### src/include/ascm_pkg.sv
// constants shared by the axis synchronous mode control block
package ascm_pkg;
	localparam int          ADDR_W         = 6;       // axi byte address bits
	localparam int          AXES_DEF       = 16;      // axes per request word
	localparam logic [5:0]  OFS_CANCEL_REQ = 6'h00;   // sync cancel request
	localparam logic [5:0]  OFS_CANCEL_ACT = 6'h04;   // sync cancel active
	localparam logic [5:0]  OFS_SLAVE_MASK = 6'h08;   // axes used as slaves
	localparam logic [5:0]  OFS_MASTER_IDX = 6'h0c;   // master axis number
	localparam logic [5:0]  OFS_GROUP_MASK = 6'h10;   // interpolation group
	localparam logic [5:0]  OFS_CAM_CYCLE  = 6'h14;   // master cam cycle
	localparam logic [5:0]  OFS_CAM_PHASE  = 6'h18;   // phase at sync start
	localparam logic [5:0]  OFS_HOME_REQ   = 6'h1c;   // home return pulses
	localparam logic [5:0]  OFS_JOG_REQ    = 6'h20;   // jog pulses
	localparam logic [5:0]  OFS_POS_REQ    = 6'h24;   // positioning pulses
	localparam logic [5:0]  OFS_INTERP_REQ = 6'h28;   // interp start pulses
	localparam logic [5:0]  OFS_STOP_REQ   = 6'h2c;   // emerg/decel stops
	localparam logic [5:0]  OFS_SYS_STOP   = 6'h30;   // system stop, bit 0
	localparam logic [5:0]  OFS_GEAR_FLAG  = 6'h34;   // ratio change flags
	localparam logic [5:0]  OFS_CLUTCH_FLG = 6'h38;   // clutch engaged flags
	localparam logic [31:0] CANCEL_RST     = 32'hffff_ffff; // all cancelled
	localparam logic [31:0] CAM_CYCLE_RST  = 32'h0001_0000; // plain default
	localparam logic [1:0]  RESP_OKAY      = 2'h0;    // axi okay
	localparam logic [1:0]  RESP_SLVERR    = 2'h2;    // axi slave error
	localparam logic [5:0]  PHASE_STEPS    = 6'h20;   // remainder iterations
endpackage

### src/hdl/ascm_core.sv
// axis synchronous mode control core with axi4-lite registers
//
// Functional notes
// - synced master homing runs on master only
// - synced slaves never home themselves
// - synced slave jog/positioning requests are ignored
// - cancelled axes run only their own requests
// - synced interpolation only from master start axis
// - cancelled interpolation runs from requested start axis
// - system stop halts every axis
// - master stop also stops its synced slaves
// - slave stop halts that slave only, plus its interpolation group if it is a member
// - stopped interpolation member stops whole group
// - limit stop halts limit-error axes and any interpolation group they are in
// - error stop halts erroring axes and any interpolation group they are in
// - cancel during master motion halts slaves
// - cancel clears gear-change and clutch flags
// - entry needs slave idle, unstopped, error free
// - unmet entry keeps axis cancelled, flag set
// - cleared request enters sync once conditions hold
// - start phase is position modulo cam cycle
// - cancel bit suspends, clearing resumes, status shows
// - sixteen axes per word, one bit each
`timescale 1ns/1ps
module ascm_core
	import ascm_pkg::*;
#(
	parameter int N = AXES_DEF
) (
	input  wire logic              aclk,
	input  wire logic              aresetn,
	input  wire logic [ADDR_W-1:0] awaddr,
	input  wire logic [2:0]        awprot,
	input  wire logic              awvalid,
	output logic                   awready,
	input  wire logic [31:0]       wdata,
	input  wire logic [3:0]        wstrb,
	input  wire logic              wvalid,
	output logic                   wready,
	output logic [1:0]             bresp,
	output logic                   bvalid,
	input  wire logic              bready,
	input  wire logic [ADDR_W-1:0] araddr,
	input  wire logic [2:0]        arprot,
	input  wire logic              arvalid,
	output logic                   arready,
	output logic [31:0]            rdata,
	output logic [1:0]             rresp,
	output logic                   rvalid,
	input  wire logic              rready,
	input  wire logic [N-1:0]      axis_busy,
	input  wire logic [N-1:0]      axis_limit_err,
	input  wire logic [N-1:0]      axis_error,
	input  wire logic [N-1:0]      gear_change_set,
	input  wire logic [N-1:0]      clutch_on_set,
	input  wire logic [31:0]       master_position,
	output logic [N-1:0]           home_start,
	output logic [N-1:0]           manual_jog_motion_start,
	output logic [N-1:0]           pos_start,
	output logic [N-1:0]           interp_start,
	output logic [N-1:0]           axis_stop,
	output logic [N-1:0]           sync_cancel_active_word,
	output logic [31:0]            cam_phase
);
	localparam int IW = $clog2(N);  // master index width

	// whole block state
	typedef struct packed {
		logic              awready;     // write address slot free
		logic              aw_got;      // write address held
		logic [ADDR_W-1:0] aw_addr;
		logic              wready;      // write data slot free
		logic              w_got;       // write data held
		logic [31:0]       wdata;
		logic [3:0]        wstrb;
		logic              bvalid;
		logic [1:0]        bresp;
		logic              arready;
		logic              rvalid;
		logic [1:0]        rresp;
		logic [31:0]       rdata;
		logic [N-1:0]      cancel_req;  // sync_cancel_request_word
		logic [N-1:0]      slave_mask;
		logic [IW-1:0]     master_idx;
		logic [N-1:0]      group_mask;
		logic [31:0]       cam_cycle;
		logic [31:0]       cam_phase;
		logic              cam_start;   // launch remainder unit
		logic [N-1:0]      sync;        // per-axis synchronised
		logic [N-1:0]      gear_flag;   // ratio change in progress
		logic [N-1:0]      clutch_flag; // clutch engaged
		logic [N-1:0]      stop_pend;   // stop issued, axis moving
		logic [N-1:0]      home_req;    // one-cycle request pulses
		logic [N-1:0]      jog_req;
		logic [N-1:0]      pos_req;
		logic [N-1:0]      interp_req;
		logic [N-1:0]      stop_req;
		logic              sys_stop;
		logic [N-1:0]      home_o;      // registered routed outputs
		logic [N-1:0]      jog_o;
		logic [N-1:0]      pos_o;
		logic [N-1:0]      interp_o;
		logic [N-1:0]      stop_o;
		logic [N-1:0]      cact;        // cancel active, inverse of sync
	} ascm_state_type;
	ascm_state_type st_reg;
	ascm_state_type st_next;

	logic [N-1:0] mbit;         // master one-hot
	logic [N-1:0] synced;       // synchronised slaves
	logic [N-1:0] entry_ok;     // sync entry conditions per axis
	logic [N-1:0] cancel_halt;  // slaves cut off by a cancel
	logic [N-1:0] home_go;
	logic [N-1:0] jog_go;
	logic [N-1:0] pos_go;
	logic [N-1:0] interp_go;
	logic [N-1:0] stop_go;
	logic         cam_busy;
	logic         cam_done;
	logic [31:0]  cam_rem;
	logic [31:0]  wv;           // merged write value
	logic [32:0]  rd_hit;       // {mapped, data} of a read
	logic [32:0]  wr_hit;       // {mapped, old data} at write address

	// one-hot of an axis number
	function automatic logic [N-1:0] axis_bit(input logic [IW-1:0] idx);
		logic [N-1:0] b;
		b = '0;
		b[idx] = 1'b1;
		return b;
	endfunction

	// widen an axis word into a bus word
	function automatic logic [31:0] wide(input logic [N-1:0] v);
		return {{(32-N){1'b0}}, v};
	endfunction

	// register read mux, top bit flags a mapped address
	function automatic logic [32:0] regread(
		input ascm_state_type s,
		input logic [ADDR_W-1:0] a
	);
		if (a == OFS_CANCEL_REQ)
			return {1'b1, wide(s.cancel_req)};
		else if (a == OFS_CANCEL_ACT)
			return {1'b1, wide(~s.sync)};
		else if (a == OFS_SLAVE_MASK)
			return {1'b1, wide(s.slave_mask)};
		else if (a == OFS_MASTER_IDX)
			return {1'b1, {(32-IW){1'b0}}, s.master_idx};
		else if (a == OFS_GROUP_MASK)
			return {1'b1, wide(s.group_mask)};
		else if (a == OFS_CAM_CYCLE)
			return {1'b1, s.cam_cycle};
		else if (a == OFS_CAM_PHASE)
			return {1'b1, s.cam_phase};
		else if (a == OFS_GEAR_FLAG)
			return {1'b1, wide(s.gear_flag)};
		else if (a == OFS_CLUTCH_FLG)
			return {1'b1, wide(s.clutch_flag)};
		else if (a >= OFS_HOME_REQ && a <= OFS_SYS_STOP && a[1:0] == 2'h0)
			return {1'b1, 32'h0000_0000};  // pulse registers read zero
		else
			return {1'b0, 32'h0000_0000};
	endfunction

	// byte-lane merge of write data into the old value
	function automatic logic [31:0] wm32(
		input logic [31:0] old,
		input logic [31:0] d,
		input logic [3:0]  strb
	);
		logic [31:0] r;
		r = old;
		for (int i = 0; i < 4; i++)
			if (strb[i])
				r[i*8 +: 8] = d[i*8 +: 8];
		return r;
	endfunction

	// per-axis derived vectors
	assign mbit = axis_bit(st_reg.master_idx);
	assign synced = st_reg.slave_mask & st_reg.sync;
	assign entry_ok = ~axis_busy & ~st_reg.stop_pend & ~st_reg.stop_req
		& ~axis_error & ~axis_limit_err & ~{N{st_reg.sys_stop}};
	assign cancel_halt = synced & st_reg.cancel_req
		& {N{|(mbit & axis_busy)}};
	assign rd_hit = regread(st_reg, araddr);
	assign wr_hit = regread(st_reg, st_reg.aw_addr);
	assign wv = wm32(wr_hit[31:0], st_reg.wdata, st_reg.wstrb);

	// request and stop routing
	ascm_route #(
		.N (N)
	) u_route (
		.synced      (synced),
		.mbit        (mbit),
		.home_req    (st_reg.home_req),
		.jog_req     (st_reg.jog_req),
		.pos_req     (st_reg.pos_req),
		.interp_req  (st_reg.interp_req),
		.stop_req    (st_reg.stop_req),
		.sys_stop    (st_reg.sys_stop),
		.lim_err     (axis_limit_err),
		.err         (axis_error),
		.group_mask  (st_reg.group_mask),
		.cancel_halt (cancel_halt),
		.home_go     (home_go),
		.jog_go      (jog_go),
		.pos_go      (pos_go),
		.interp_go   (interp_go),
		.stop_go     (stop_go)
	);

	// cam phase remainder at sync start
	ascm_cam_phase u_cam (
		.aclk      (aclk),
		.aresetn   (aresetn),
		.start     (st_reg.cam_start),
		.dividend  (master_position),
		.divisor   (st_reg.cam_cycle),
		.busy      (cam_busy),
		.done      (cam_done),
		.remainder (cam_rem)
	);

	// next state: bus slave, sync control, routed outputs
	always_comb
	begin
		st_next = st_reg;
		st_next.home_req = '0;
		st_next.jog_req = '0;
		st_next.pos_req = '0;
		st_next.interp_req = '0;
		st_next.stop_req = '0;
		st_next.sys_stop = 1'b0;
		st_next.cam_start = 1'b0;
		// address and data channels taken in either order
		if (awvalid && st_reg.awready)
		begin
			st_next.awready = 1'b0;
			st_next.aw_got = 1'b1;
			st_next.aw_addr = awaddr;
		end
		if (wvalid && st_reg.wready)
		begin
			st_next.wready = 1'b0;
			st_next.w_got = 1'b1;
			st_next.wdata = wdata;
			st_next.wstrb = wstrb;
		end
		// both halves present: perform the write
		if (st_reg.aw_got && st_reg.w_got && !st_reg.bvalid)
		begin
			st_next.aw_got = 1'b0;
			st_next.w_got = 1'b0;
			st_next.bvalid = 1'b1;
			st_next.bresp = RESP_OKAY;
			if (st_reg.aw_addr == OFS_CANCEL_REQ)
				st_next.cancel_req = wv[N-1:0];
			else if (st_reg.aw_addr == OFS_SLAVE_MASK)
				st_next.slave_mask = wv[N-1:0] & ~mbit;
			else if (st_reg.aw_addr == OFS_MASTER_IDX)
			begin
				st_next.master_idx = wv[IW-1:0];
				st_next.slave_mask = st_reg.slave_mask
					& ~axis_bit(wv[IW-1:0]);
			end
			else if (st_reg.aw_addr == OFS_GROUP_MASK)
				st_next.group_mask = wv[N-1:0];
			else if (st_reg.aw_addr == OFS_CAM_CYCLE)
				st_next.cam_cycle = wv;
			else if (st_reg.aw_addr == OFS_HOME_REQ)
				st_next.home_req = wv[N-1:0];
			else if (st_reg.aw_addr == OFS_JOG_REQ)
				st_next.jog_req = wv[N-1:0];
			else if (st_reg.aw_addr == OFS_POS_REQ)
				st_next.pos_req = wv[N-1:0];
			else if (st_reg.aw_addr == OFS_INTERP_REQ)
				st_next.interp_req = wv[N-1:0];
			else if (st_reg.aw_addr == OFS_STOP_REQ)
				st_next.stop_req = wv[N-1:0];
			else if (st_reg.aw_addr == OFS_SYS_STOP)
				st_next.sys_stop = wv[0];
			else if (!wr_hit[32])
				st_next.bresp = RESP_SLVERR;  // unmapped
		end
		// response taken: reopen both write slots
		if (st_reg.bvalid && bready)
		begin
			st_next.bvalid = 1'b0;
			st_next.awready = 1'b1;
			st_next.wready = 1'b1;
		end
		// read: answer one cycle after the address
		if (arvalid && st_reg.arready)
		begin
			st_next.arready = 1'b0;
			st_next.rvalid = 1'b1;
			st_next.rdata = rd_hit[31:0];
			st_next.rresp = rd_hit[32] ? RESP_OKAY : RESP_SLVERR;
		end
		if (st_reg.rvalid && rready)
		begin
			st_next.rvalid = 1'b0;
			st_next.arready = 1'b1;
		end
		// slave flags set only while synchronised
		st_next.gear_flag = st_reg.gear_flag | (gear_change_set & synced);
		st_next.clutch_flag = st_reg.clutch_flag | (clutch_on_set & synced);
		// per-axis sync state machine
		for (int i = 0; i < N; i++)
		begin
			if (!st_reg.slave_mask[i])
				st_next.sync[i] = 1'b0;
			else if (st_reg.cancel_req[i])
			begin
				st_next.sync[i] = 1'b0;
				st_next.gear_flag[i] = 1'b0;
				st_next.clutch_flag[i] = 1'b0;
			end
			else if (!st_reg.sync[i] && entry_ok[i])
			begin
				st_next.sync[i] = 1'b1;
				st_next.cam_start = !cam_busy;
			end
			// unmet entry: sync stays low, status stays set
		end
		if (cam_done)
			st_next.cam_phase = cam_rem;
		// routed outputs and stop bookkeeping
		st_next.home_o = home_go;
		st_next.jog_o = jog_go;
		st_next.pos_o = pos_go;
		st_next.interp_o = interp_go;
		st_next.stop_o = stop_go;
		st_next.stop_pend = (st_reg.stop_pend & axis_busy) | stop_go;
		st_next.cact = ~st_next.sync;
	end

	// state register with reset values
	always_ff @(posedge aclk)
	begin
		if (!aresetn)
		begin
			st_reg <= '0;
			st_reg.awready <= 1'b1;
			st_reg.wready <= 1'b1;
			st_reg.arready <= 1'b1;
			st_reg.cancel_req <= CANCEL_RST[N-1:0];
			st_reg.cam_cycle <= CAM_CYCLE_RST;
			st_reg.cact <= '1;
		end
		else
			st_reg <= st_next;
	end

	// ports straight from the state register
	assign awready = st_reg.awready;
	assign wready = st_reg.wready;
	assign bvalid = st_reg.bvalid;
	assign bresp = st_reg.bresp;
	assign arready = st_reg.arready;
	assign rvalid = st_reg.rvalid;
	assign rresp = st_reg.rresp;
	assign rdata = st_reg.rdata;
	assign home_start = st_reg.home_o;
	assign manual_jog_motion_start = st_reg.jog_o;
	assign pos_start = st_reg.pos_o;
	assign interp_start = st_reg.interp_o;
	assign axis_stop = st_reg.stop_o;
	assign sync_cancel_active_word = st_reg.cact;
	assign cam_phase = st_reg.cam_phase;
endmodule

### src/hdl/ascm_cam_phase.sv
// serial remainder unit for the cam phase at sync start
`timescale 1ns/1ps
module ascm_cam_phase
	import ascm_pkg::*;
(
	input  wire logic        aclk,
	input  wire logic        aresetn,
	input  wire logic        start,
	input  wire logic [31:0] dividend,
	input  wire logic [31:0] divisor,
	output logic             busy,
	output logic             done,
	output logic [31:0]      remainder
);
	// whole unit state
	typedef struct packed {
		logic        busy;  // iterating
		logic        done;  // one-cycle result strobe
		logic [5:0]  cnt;   // steps left
		logic [31:0] quo;   // dividend bits shifting out
		logic [31:0] rem;   // partial remainder
		logic [31:0] div;   // latched divisor
	} ascm_cp_type;
	ascm_cp_type cp_reg;
	ascm_cp_type cp_next;
	logic [32:0] trial;  // shifted remainder before compare

	// one restoring step per clock
	always_comb
	begin
		cp_next = cp_reg;
		cp_next.done = 1'b0;
		trial = {cp_reg.rem, cp_reg.quo[31]};
		if (start && !cp_reg.busy)
		begin
			cp_next.busy = 1'b1;
			cp_next.cnt = PHASE_STEPS;
			cp_next.quo = dividend;
			cp_next.rem = '0;
			cp_next.div = divisor;
		end
		else if (cp_reg.busy)
		begin
			cp_next.quo = {cp_reg.quo[30:0], 1'b0};
			// zero cycle: phase is the plain position
			if (cp_reg.div == '0 || trial < {1'b0, cp_reg.div})
				cp_next.rem = trial[31:0];
			else
				cp_next.rem = 32'(trial - {1'b0, cp_reg.div});
			cp_next.cnt = 6'(cp_reg.cnt - 6'h01);
			if (cp_reg.cnt == 6'h01)
			begin
				cp_next.busy = 1'b0;
				cp_next.done = 1'b1;
			end
		end
	end

	// state register
	always_ff @(posedge aclk)
	begin
		if (!aresetn)
			cp_reg <= '0;
		else
			cp_reg <= cp_next;
	end

	assign busy = cp_reg.busy;
	assign done = cp_reg.done;
	assign remainder = cp_reg.rem;
endmodule

### src/hdl/ascm_route.sv
// routing of motion requests and stops by per-axis sync state
`timescale 1ns/1ps
module ascm_route #(
	parameter int N = 16
) (
	input  wire logic [N-1:0] synced,      // slaves now synchronised
	input  wire logic [N-1:0] mbit,        // master axis one-hot
	input  wire logic [N-1:0] home_req,
	input  wire logic [N-1:0] jog_req,
	input  wire logic [N-1:0] pos_req,
	input  wire logic [N-1:0] interp_req,  // requested start axis
	input  wire logic [N-1:0] stop_req,    // emergency or decelerated
	input  wire logic         sys_stop,
	input  wire logic [N-1:0] lim_err,
	input  wire logic [N-1:0] err,
	input  wire logic [N-1:0] group_mask,
	input  wire logic [N-1:0] cancel_halt,
	output logic [N-1:0]      home_go,
	output logic [N-1:0]      jog_go,
	output logic [N-1:0]      pos_go,
	output logic [N-1:0]      interp_go,
	output logic [N-1:0]      stop_go
);
	logic [N-1:0] stop_pre;  // stops before group spread

	// starts: a synced slave never moves on its own
	always_comb
	begin
		home_go = home_req & ~synced;
		jog_go = jog_req & ~synced;
		pos_go = pos_req & ~synced;
		interp_go = interp_req & ~synced;
		// master stop drags its synced slaves along
		stop_pre = stop_req;
		if (|(stop_req & mbit))
			stop_pre = stop_pre | synced;
		stop_pre = stop_pre | lim_err;
		stop_pre = stop_pre | err;
		stop_pre = stop_pre | cancel_halt;
		// any stopped member halts the whole group
		if (|(stop_pre & group_mask))
			stop_pre = stop_pre | group_mask;
		stop_go = sys_stop ? '1 : stop_pre;
	end
endmodule

### config.mk
export PLATFORM = sky130hd
export DESIGN_NAME = ascm_core
export DESIGN_NICKNAME = d
export VERILOG_FILES = /design/src/include/ascm_pkg.sv /design/src/hdl/ascm_core.sv /design/src/hdl/ascm_cam_phase.sv /design/src/hdl/ascm_route.sv
export SDC_FILE = /design/constraint.sdc
export NUM_CORES = 1
export LEC_CHECK = 0
export BUFFER_PORTS_ARGS = -buffer_cell sky130_fd_sc_hd__buf_2
export CAP_MARGIN = 5
export CORE_AREA = 2 2 226 228
export CTS_BUF_LIST = sky130_fd_sc_hd__clkbuf_8
export CTS_CLUSTER_DIAMETER = 40
export CTS_CLUSTER_SIZE = 25
export DETAILED_ROUTE_END_ITERATION = 12
export DIE_AREA = 0 0 228 230
export PLACE_DENSITY = 0.7
export SLEW_MARGIN = 5
export SYNTH_ARGS = -nofsm -noshare
export SYNTH_HDL_FRONTEND = slang
export SYNTH_SLANG_ARGS = --single-unit
### constraint.sdc
create_clock -name aclk -period 3.8 [get_ports aclk]
set_input_delay 0.76 -clock aclk [delete_from_list [all_inputs] [get_ports aclk]]
set_output_delay 0.76 -clock aclk [all_outputs]
set_load 0.1 [all_outputs]
==> impl_results.md <==
- # clock sinks: 545
- Synth async-reset ratio: 0%
- Input/output buffers: 333
- Setup violations, final: 0
- TritonCTS clock tree: built
- Clk_lat worst skew: 740 ps
- Drt wl/cell: 21.96 um
- Clock-pin transition on the worst setup and hold timing paths: 100 ps
- Tightest Hold Check Type: in -> reg
- Cells after synthesis: 2959
- Ratio of final minimum period to clock period: 95.46%
- # DRC: 0
- Post-CTS Hold Buffers: 0
- CP startpoint kind: register
- Commonest non-fill, non-tap cell in the layout: dfxtp_1
- Pin count of the biggest net entering global routing: 132
- First-pass GRT wire length: 127000 um
- Placement Cell Area: 25880 um^2
- CTS Buffer Depth: 3
- Fmax achieved: 275.7 MHz
- Routability cong.: 0.9837
- # nets final: 3313
- Synth cell types: 83
- Drt first-iter violations: 2412
- Crit-path cells: mux2i_1, o32ai_1, nor4_2, o21ai_2, a211oi_1, o22ai_1, a221oi_1, a41oi_2, buf_12, a22o_1
- Core area: 49860 um^2
- Ys flop type: dfxtp_1
- Pins Over Slew Limit: 0
- Setup tns final: 0 ps
- Initial antenna violation count: 3
- Largest register FFs: 274
- Fin area: 27710 um^2
- H-tree depth: 3
- Layout Skew: 63.98 ps
- Post-CTS Repair Setup Buffers: 0
- Fin. Hold Viols: 0
- CP Class: reg -> reg
- Pre-antenna DRT Iters: 6
- Static Leak: 11.44 nW
- Post_cts resized: 0
- Gr ovfl total: 0
- CP peak stage delay: 740 ps
- Crit end category: register
- RSZ-0062 raised after global routing: no
- Initial Util: 49.49%
- Arrival @ worst endpoint: 4220 ps
- YS warnings: 0
- CP Max Fanout: 28
- Slowest cell on crit path: dfxtp_1
- Sequential share of the synthesized area: 44.22%
- # rows: 82
- Share of cells above drive strength 1: 18.50%
- Hold Path Stages: 3
- Area Overhead vs Synth: 12.30%
- Worst reg2reg path depth: 10
- Die X: 228 um
- Gr usage total: 31.23%
- Max cap viols: 0
- Die area: 52440 um^2
- Pwr per Cell Area: 445.8 nW/um^2
- Setup WS post-layout: 172.6 ps
- VDD IR max: 0.0002731 V
- Via count: 22630
- Outcome: complete, no violations
- Post-place setup slack: 262.7 ps
- Synthesized cell area: 24670 um^2
- Most frequent cells in the layout: 542 x dfxtp_1, 427 x nor2_1, 332 x buf_2
- Vias per cell: 5.893
- Number of enable flip-flop cells after synthesis: 0
- Total wire length: 84320 um
- Die span in y: 230 um
- Root Buffer: clkbuf_8
- FF+latch count, synth: 545
- Slew HR: 24.82%
- Tmin final: 3627 ps
- Req. time, crit path: 4390 ps
- Vias in the first global route: 21250
- Dpl hpwl: 62480 um
- Ports: 342
- CTS Buf Count: 75
- Worst slew pin tran: 1128 ps
- Avg Cell Area, Syn: 8.339 um^2
- ANT nets after route: 0
final timing paths:
kind         slack (ps)                start            to
max                 170          st_reg[324]  axis_stop[2]
max reg2reg         170          st_reg[324]  axis_stop[2]
min reg2reg         440          st_reg[138]  pos_start[9]
min                 280  gear_change_set[14]   st_reg[223]
power breakdown:
part	internal, mW	total [mW]	switching [mW]
registers	5.78	5.87	0.0893
clock network	2.66	5.37	2.71
logic	0.284	1.11	0.824
total	8.73	12.4	3.63
cell type report:
type / count / area (um^2)
sequential: 545 / 10920
fill: 4714 / 22150
timing repair buffer: 415 / 2322
multi-input combinational: 1988 / 11500
inverter: 80 / 305.3
antenna: 1 / 2.502
tap: 672 / 840.8
clock buffer: 80 / 1101
clock inverter: 59 / 725.7
worst max-delay path, delay by kind of cell, from the launching register on:
kind | cells | cell delay (ps)
compound gates | 7 | 1810
mux | 1 | 360
buf+inv | 1 | 230
simple gates | 1 | 340
flops | 1 | 740
per-layer routing:
metal  wire, um  vias to the layer above  track usage (%)
li1           -                    10510                -
met5         21                        -                0
met2      38030                     1167            49.91
met1      35320                    10730            41.66
met3       7575                      214            6.114
met4       3372                        4            12.25
logic make-up (layout without fill, tap and decap cells):
family,after synthesis,in the layout,synth area share (%)
other,1,3,0.01520
DFF,545,545,44.22
xor gates and xnor gates,30,30,1.065
muxes,113,113,4.640
AOI/OAI and AO/OA,791,791,20.64
buffers and inverters,427,634,9.279
and+or+nand+nor,1017,1017,18.34
adders and majority gates,35,35,1.805
metrics by stage:
| stage | hold slack, ps | cells | utilization [%] | total power [mW] |
|---|---|---|---|---|
| finish | 279.7 | 3840 | 55.57 | 12.35 |
| global route | 276.3 | 3840 | 55.57 | 12.72 |
| CTS | 248.4 | 3839 | 55.57 | 12.40 |
| detailed placement | 435.6 | 3700 | 51.90 | 7.088 |
| global placement | 432.7 | 3700 | 51.90 | 7.073 |
| floorplan | 429.0 | 2960 | - | 6.671 |
Yosys cell counts, types with 20 or more instances:
master,instances,share of area [%]
a211oi_1,37,1.1
a21oi_1,290,5.9
a221oi_1,24,0.85
a22o_1,24,0.85
a22oi_1,40,1.2
a31oi_1,29,0.74
and3_1,70,1.8
buf_4,168,5.1
clkbuf_1,148,2.3
dfxtp_1,545,44
ha_1,34,1.7
inv_1,73,1.1
mux2i_1,111,4.5
nand2_1,328,5.0
nand3_1,25,0.51
nor2_1,427,6.5
nor2b_1,26,0.66
nor4_1,26,0.66
o211ai_1,27,0.82
o21ai_0,84,1.7
o21ai_1,65,1.3
o2bb2ai_1,20,0.71
xnor2_1,25,0.89
(Power assumes the default switching activity.)
